[config.mk]
export PLATFORM = sky130hd
export DESIGN_NAME = parallel_io_port_stop_retention
export DESIGN_NICKNAME = d
export VERILOG_FILES = /design/src/gpio_port_pkg.sv /design/src/pin_sync.sv /design/src/parallel_io_port_stop_retention.sv
export SDC_FILE = /design/constraint.sdc
export NUM_CORES = 1
export LEC_CHECK = 0
export ABC_AREA = 1
export CORE_ASPECT_RATIO = 0.9
export CORE_MARGIN = 2
export CORE_UTILIZATION = 70
export CTS_BUF_LIST = sky130_fd_sc_hd__clkbuf_4
export DETAILED_ROUTE_END_ITERATION = 8
export DONT_BUFFER_PORTS = 1
export MAX_ROUTING_LAYER = met4
export PLACE_DENSITY = 0.87
export SLEW_MARGIN = 20
export SYNTH_ARGS = -nofsm -noshare
export SYNTH_HDL_FRONTEND = slang
export SYNTH_SLANG_ARGS = --single-unit
[constraint.sdc]
create_clock -name clk_sys_i -period 1.55 [get_ports clk_sys_i]
set_input_delay 0.0775 -clock clk_sys_i [delete_from_list [all_inputs] [get_ports clk_sys_i]]
set_output_delay 0.0775 -clock clk_sys_i [all_outputs]
set_load 0.1 [all_outputs]
[src/gpio_port_pkg.sv]
// Shared constants for the parallel I/O port with stop-mode retention
package gpio_port_pkg;
  localparam int        PORT_W        = 8;
  localparam int        DRIVE_W       = 7;
  localparam int        ADDR_W        = 2;
  // Register indices on the CPU register port
  localparam logic [1:0] REG_DATA     = 2'h0;
  localparam logic [1:0] REG_DIR      = 2'h1;
  localparam logic [1:0] REG_DRIVE    = 2'h2;
  localparam logic [1:0] REG_PWR      = 2'h3;
  // Field positions in power_mode_status_ctrl_two
  localparam int        PWR_FLAG_BIT  = 3;
  localparam int        PWR_ACK_BIT   = 2;
  // Reset values
  localparam logic [7:0] DATA_RST     = 8'h00;
  localparam logic [7:0] DIR_RST      = 8'h00;
  localparam logic [6:0] DRIVE_RST    = 7'h00;
  localparam logic [7:0] RDATA_RST    = 8'h00;
endpackage : gpio_port_pkg

[src/pin_sync.sv]
// Two-stage synchroniser for the port pin inputs
`timescale 1ns/100ps
`default_nettype none
module pin_sync
  import gpio_port_pkg::*;
(
  input  wire logic              clk_sys_i,  // System clock
  input  wire logic              srst_i,     // Synchronous reset, active high
  input  wire logic              ce_i,       // Clock enable
  input  wire logic [PORT_W-1:0] async_i,    // Raw pin levels
  output logic      [PORT_W-1:0] sync_o      // Synchronised pin levels
);
  logic [PORT_W-1:0] meta_reg;
  logic [PORT_W-1:0] meta_next;
  logic [PORT_W-1:0] sync_reg;
  logic [PORT_W-1:0] sync_next;

  genvar b;
  generate
    for (b = 0; b < PORT_W; b++) begin : g_bit
      // First stage feeds only the second stage
      always_comb begin
        meta_next[b] = ce_i ? async_i[b] : meta_reg[b];
        sync_next[b] = ce_i ? meta_reg[b] : sync_reg[b];
      end
      always_ff @(posedge clk_sys_i) begin
        if (srst_i) begin
          meta_reg[b] <= 1'b0;
          sync_reg[b] <= 1'b0;
        end else begin
          meta_reg[b] <= meta_next[b];
          sync_reg[b] <= sync_next[b];
        end
      end
    end
  endgenerate

  assign sync_o = sync_reg;
endmodule : pin_sync
`default_nettype wire

[src/parallel_io_port_stop_retention.sv]
// Parallel I/O port with data latch, direction, drive strength and stop retention
`timescale 1ns/100ps
`default_nettype none
module parallel_io_port_stop_retention
  import gpio_port_pkg::*;
(
  input  wire logic               clk_sys_i,     // System clock, 100 MHz
  input  wire logic               srst_i,        // Synchronous reset, active high
  input  wire logic               ce_i,          // Clock enable, freezes all state when low
  input  wire logic [ADDR_W-1:0]  reg_addr_i,    // Register index
  input  wire logic               reg_wr_i,      // Register write strobe
  input  wire logic               reg_rd_i,      // Register read strobe
  input  wire logic [7:0]         reg_wdata_i,   // Write data
  output logic      [7:0]         reg_rdata_o,   // Read data, valid the cycle after read
  input  wire logic               deep_stop_i,   // High while in deep retention stop
  input  wire logic               light_stop_i,  // High while in light powered stop
  input  wire logic [PORT_W-1:0]  pin_in_i,      // Pin levels from the pads
  output logic      [PORT_W-1:0]  pin_out_o,     // Pin output values
  output logic      [PORT_W-1:0]  pin_oe_o,      // Pin output enables, high drives
  output logic      [DRIVE_W-1:0] drive_high_o,  // High drive select, one bit each for 7 of the 8 pins
  output logic                    pwrdn_flag_o,  // Partial power-down flag
  output logic                    pins_held_o    // Pins held after deep wake
);
  logic [PORT_W-1:0]  pin_level;
  logic [PORT_W-1:0]  latch_reg,   latch_next;
  logic [PORT_W-1:0]  dir_reg,     dir_next;
  logic [DRIVE_W-1:0] strength_reg, strength_next;
  logic [PORT_W-1:0]  pout_reg,    pout_next;
  logic [PORT_W-1:0]  poe_reg,     poe_next;
  logic [DRIVE_W-1:0] phigh_reg,   phigh_next;
  logic [7:0]         rdata_reg,   rdata_next;
  logic               flag_reg,    flag_next;
  logic               hold_reg,    hold_next;
  logic               deep_prev_reg, deep_prev_next;
  logic               bus_ok;
  logic               wake;
  logic               ack_wr;
  logic               freeze;

  pin_sync u_pin_sync (
    .clk_sys_i (clk_sys_i),
    .srst_i    (srst_i),
    .ce_i      (ce_i),
    .async_i   (pin_in_i),
    .sync_o    (pin_level)
  );

  // The CPU is halted in either stop, so no register access can arrive then
  assign bus_ok = !deep_stop_i && !light_stop_i;
  assign wake   = deep_prev_reg && !deep_stop_i;
  assign ack_wr = bus_ok && reg_wr_i && (reg_addr_i == REG_PWR) && reg_wdata_i[PWR_ACK_BIT];
  // Pins keep their pre-deep-stop state until software acknowledges
  assign freeze = deep_stop_i || hold_reg || wake;

  always_comb begin
    latch_next     = latch_reg;
    dir_next       = dir_reg;
    strength_next  = strength_reg;
    pout_next      = pout_reg;
    poe_next       = poe_reg;
    phigh_next     = phigh_reg;
    rdata_next     = rdata_reg;
    flag_next      = flag_reg;
    hold_next      = hold_reg;
    deep_prev_next = deep_prev_reg;
    if (ce_i) begin
      deep_prev_next = deep_stop_i;
      if (bus_ok && reg_wr_i) begin
        unique case (reg_addr_i)
          REG_DATA:  latch_next    = reg_wdata_i;
          REG_DIR:   dir_next      = reg_wdata_i;
          REG_DRIVE: strength_next = reg_wdata_i[DRIVE_W-1:0];
          REG_PWR:   ;
        endcase
      end
      if (bus_ok && reg_rd_i) begin
        unique case (reg_addr_i)
          REG_DATA:  rdata_next = (dir_reg & latch_reg) | (~dir_reg & pin_level);
          REG_DIR:   rdata_next = dir_reg;
          REG_DRIVE: rdata_next = {1'b0, strength_reg};
          REG_PWR: begin
            rdata_next               = RDATA_RST;
            rdata_next[PWR_FLAG_BIT] = flag_reg;
          end
        endcase
      end
      // Acknowledge clears, but a wake in the same cycle wins
      if (ack_wr) begin
        flag_next = 1'b0;
        hold_next = 1'b0;
      end
      if (wake) begin
        flag_next = 1'b1;
        hold_next = 1'b1;
      end
      // Light stop does not freeze the pins, the logic stays powered
      if (!freeze) begin
        pout_next  = latch_reg;
        poe_next   = dir_reg;
        phigh_next = strength_reg;
      end
    end
  end

  always_ff @(posedge clk_sys_i) begin
    if (srst_i) begin
      latch_reg     <= DATA_RST;
      dir_reg       <= DIR_RST;
      strength_reg  <= DRIVE_RST;
      pout_reg      <= DATA_RST;
      poe_reg       <= DIR_RST;
      phigh_reg     <= DRIVE_RST;
      rdata_reg     <= RDATA_RST;
      flag_reg      <= 1'b0;
      hold_reg      <= 1'b0;
      deep_prev_reg <= 1'b0;
    end else begin
      latch_reg     <= latch_next;
      dir_reg       <= dir_next;
      strength_reg  <= strength_next;
      pout_reg      <= pout_next;
      poe_reg       <= poe_next;
      phigh_reg     <= phigh_next;
      rdata_reg     <= rdata_next;
      flag_reg      <= flag_next;
      hold_reg      <= hold_next;
      deep_prev_reg <= deep_prev_next;
    end
  end

  assign reg_rdata_o  = rdata_reg;
  assign pin_out_o    = pout_reg;
  assign pin_oe_o     = poe_reg;
  assign drive_high_o = phigh_reg;
  assign pwrdn_flag_o = flag_reg;
  assign pins_held_o  = hold_reg;
endmodule : parallel_io_port_stop_retention
`default_nettype wire

=== Word-level counts from Yosys, hierarchy flattened ===
Cells that the tools add are included.

* Equality and inequality tests: 3
* Multiplexer cells: 3
* Bitwise operators: 5
* Reduce and logical (&&, ||, !) cells: 18

{| class="wikitable"
|+ Operators with widths
! kind !! number
|-
| $pmux W8 S4 || 1
|-
| $and A8 B8 Y8 || 2
|-
| $reduce_and A3 Y1 || 3
|-
| $not A8 Y8 || 1
|-
| $or A8 B8 Y8 || 1
|-
| $logic_and A1 B1 Y1 || 6
|-
| $reduce_and A2 Y1 || 3
|-
| $eq A2 B2 Y1 const B || 2
|-
| $eq A2 B1 Y1 const B || 1
|-
| $logic_not A1 Y1 || 2
|-
| $logic_not A2 Y1 || 1
|-
| $logic_or A1 B1 Y1 || 2
|-
| $mux W1 || 2
|-
| $reduce_bool A2 Y1 || 1
|-
| $not A1 Y1 || 1
|}

* Register bits after elaboration: 72
* Input port bits: 25
* Logic and storage cells: 54

=== Depth between registers and ports, before layout ===
* Depth in word-level cells: 7
* Gate-level depth with buffers: 8
* Gate-level depth less buffers: 7

=== By module ===
Synthesis repeated with hierarchy kept, for this count alone.

* Cells, all modules: 455
* Area, all modules: 3049.2 µm²

{| class="wikitable"
|+ By module, submodules not included
! module !! instances !! cells each !! area each (µm²) !! sequential area each (µm²)
|-
| parallel_io_port_stop_retention || 1 || 354 || 2378.5 || 1121.1
|-
| pin_sync || 1 || 101 || 670.6 || 320.3
|}

=== Worst setup path after synthesis ===
OpenSTA, ideal clock, no wires.

* Path type: flip-flop to flip-flop
* From: register hold_reg, in the netlist pins_held_o
* To: register phigh_reg[0], in the netlist drive_high_o[0]
* Arrival time: 1.611 ns
* Data required time: 1.433 ns
* Setup slack: -0.178 ns
* Stages on the path, launching flop included: 7
* Buffers on the path: 1
* Path through: dfxtp_1 > inv_1 > nand3_2 > inv_2 > buf_4 > nor2_1 > nor2_1

* Cells in the longest elaborated chain, start to end: 4

{| class="wikitable"
|+ RTL lines
! what !! RTL line !! text
|-
| start, declared || parallel_io_port_stop_retention.sv:33 || <nowiki>logic hold_reg, hold_next;</nowiki>
|-
| start signal, assigned || parallel_io_port_stop_retention.sv:126 || <nowiki>hold_reg <= hold_next;</nowiki>
|-
| $logic_or A1 B1 Y1 (2 in series) || parallel_io_port_stop_retention.sv:53 || <nowiki>assign freeze = deep_stop_i || hold_reg || wake;</nowiki>
|-
| $not A1 Y1 (no source line) || -- ||
|-
| $reduce_and A2 Y1 (no source line) || -- ||
|-
| end signal, assigned || parallel_io_port_stop_retention.sv:123 || <nowiki>phigh_reg <= phigh_next;</nowiki>
|-
| end, declared || parallel_io_port_stop_retention.sv:30 || <nowiki>logic [DRIVE_W-1:0] phigh_reg, phigh_next;</nowiki>
|}

Every way passes these cells.
A chain may end at the register's enable or synchronous reset.

==> flow_summary.toml <==
[sta]
tightestPinTransition_ns = 0.547
finalSetupViolCount = 0
relSlewSlack_pct = 63.8
rsz0062_at_grt = "no"
hold_viol = 0
fin_worst_skew_ns = 0.0210
finalCritPeriodShare_pct = 97.5
fin_crit_ns = 1.51
slew_violations = 0
fmax_mhz = 662
fin_tns_setup_ns = 0

[clocking]
cts_max_level = 3
cts_root_buf = "clkbuf_4"
clk-insertion-delay-late_ns = 0.44
clockBufferDepth = 2
cts.clk_slew.worst_paths_ns = 0.12
numCtsBuffers = 9
cts_sinks = 72
cts_tree = "done"

[placement]
portBuffers = 0
place_congestion = 0.922
place_hpwl_um = 4340

[synth]
synth_flop_cell = "dfxtp_1"
ys_seq_elements = 72
synth.most_common_cell = "nor2_1"
async_flop_share_pct = 0
yosysTopAreaCellShare_pct = 49.1
yosys-top-cells-count = "nor2_1, nand2_1, dfxtp_1"
synth.area.top_cells = "dfxtp_1, nor2_1, nand2_1"
syn_area_um2 = 2930
synth-edff-count = 0
synth_top_area_cell = "dfxtp_1"
synth.yosys.seq_area_share_pct = 49.1
synth_warnings = 0
syn_avg_cell_area_um2 = 6.99
netlist_instances = 420
synth_nets = 445
synth_cell_type_count = 20

[final_layout]
n_fill_cell = 130
regArea_um2 = 1440
diodes = 0
fin_nets = 512
drive_gt1_share_pct = 13.4
multi_input_area_um2 = 1270
synthToLayoutAreaGrowth_pct = 25.8

[critical_path]
startpoint = "pin_in_i[7]"
worstRegToRegCells = 3
r2r_end = "u_pin_sync.sync_o[6]"
start_kind = "input port"
crit_type = "in -> reg"
rrSetupSlack_ns = 0.18
cp_slowest_cell = "dlygate4sd3_1"
cp_num_cells = 5
critPathMaxStageDelay_ns = 0.55
required_ns = 1.89
critical_path.cell_chain = "dlygate4sd3_1 -> nor2_1 -> dlygate4sd3_1 -> nor2_1 -> dlygate4sd3_1"
cp_max_fo = 1
r2r_start = "u_pin_sync.sync_o[6]"
endpoint_kind = "flip-flop"
worst_ep_arrival_time_ns = 1.85
cpLargestDelayFamily = "buffers and inverters"
crit_top_cell = "dlygate4sd3_1"
endpoint = "u_pin_sync.meta_reg[7]"
path_buf_inv = 3

[detailed_routing]
drcViolationCount = 28
num_vias = 3412
totalWireLength_um = 10800
drtIter0Drc = 635
avgRoutedWirePerCell_um = 20.0
ant_nets = 0
dr.pass1.iters = 9
vias_per_cell = 6.32

[outcome]
status = "finished, violations left"
violations = "DRC"

[die]
die_w_um = 72.2
rows = 22
core_um2 = 4050
initial_utilization_pct = 72.5
fp.dieH_um = 65.4
io_pins = 58
dieArea_um2 = 4730

[pwr]
total_power_mw = 3.98
cellPowerDensity_nw_per_um2 = 1080
p_leak_nw = 1.64
peakVddDrop_mv = 0.647

[global_route]
grt_max_degree = 41
grt_usage_pct = 49.9
antenna_found_initial = 0
grt_pass1_wl_um = 16900
overflow = 0
grt_pass1_vias = 3331

[hold_path]
hp-class = "in -> reg"

[run]
max-cap-violations = 0
final cells by class:
class | count | area share [%]
flip-flops and latches | 72 | 39.1
well taps | 48 | 1.63
clock inverters | 6 | 1.36
clock buffers | 10 | 2.03
repair buffers | 75 | 18.3
inverters | 32 | 3.25
multi-input cells | 297 | 34.3
worst register-to-register path, stage by stage (launching register included):
cell and delay (ns):
dfxtp_1 0.40, inv_1 0.09, a21oi_1 0.14, dlygate4sd3_1 0.66
report_power, final:
part | switching (mW) | total [mW] | internal, mW
logic | 0.621 | 0.848 | 0.227
clock network | 0.648 | 1.13 | 0.487
registers | 0.0579 | 1.99 | 1.94
total | 1.33 | 3.98 | 2.65
cell families (layout without fill, tap and decap cells):
kind of cell	Yosys count	count (layout)	synth area share, %
AOI/OAI and AO/OA	60	60	10.8
buffers and inverters	51	123	7.68
DFF	72	72	49.1
and+or+nand+nor	237	237	32.4
metrics by stage:
stage          setup WS, ns  utilization [%]  instances  hold WS (ns)  instance area, µm²
2_1_floorplan         0.175                -        420         0.139                2940
3_3_place_gp          0.500             78.4        485         0.142                3170
3_5_place_dp          0.441             78.4        485         0.146                3170
4_1_cts              0.0274             92.9        547       0.00761                3760
5_1_grt             0.00205             91.2        540        0.0783                3690
6_report             0.0383             91.2        540        0.0164                3690
worst min path at each step:
stage,from,endpoint,slack [ns],depth (start not counted)
2_1_floorplan,srst_i,pins_held_o,0.14,1
3_3_place_gp,srst_i,pins_held_o,0.14,1
3_5_place_dp,srst_i,pins_held_o,0.15,1
4_1_cts,ce_i,u_pin_sync.sync_o[3],0.008,3
5_1_grt,srst_i,reg_rdata_o[2],0.08,3
6_report,ce_i,u_pin_sync.sync_o[3],0.02,3
what timing repair did:
item | CTS | global route
hold buffers | 46 | 0
hold endpoints to repair | 48 | 0
endpoints found under the setup margin | 0 | 8
gates resized for setup | 0 | 1
buffers inserted | 0 | 0
layer usage:
metal | global-route usage, % | part of all wire [%]
met5 | - | 0
met4 | 33.3 | 9.7
met3 | 16.0 | 14
met2 | 79.1 | 44
met1 | 53.4 | 32
placed cells by master (no fill, tap or decap), types with 5 or more instances in the layout:
master / n
nand2_1: 91
inv_2: 8
a21oi_1: 8
clkbuf_4: 10
o211ai_1: 5
o21ai_1: 29
o21ai_0: 16
nor2_1: 133
dlygate4sd3_1: 38
nor2_4: 5
dfxtp_1: 71
buf_4: 35
inv_1: 24
Power figures use the tool's default switching activity.
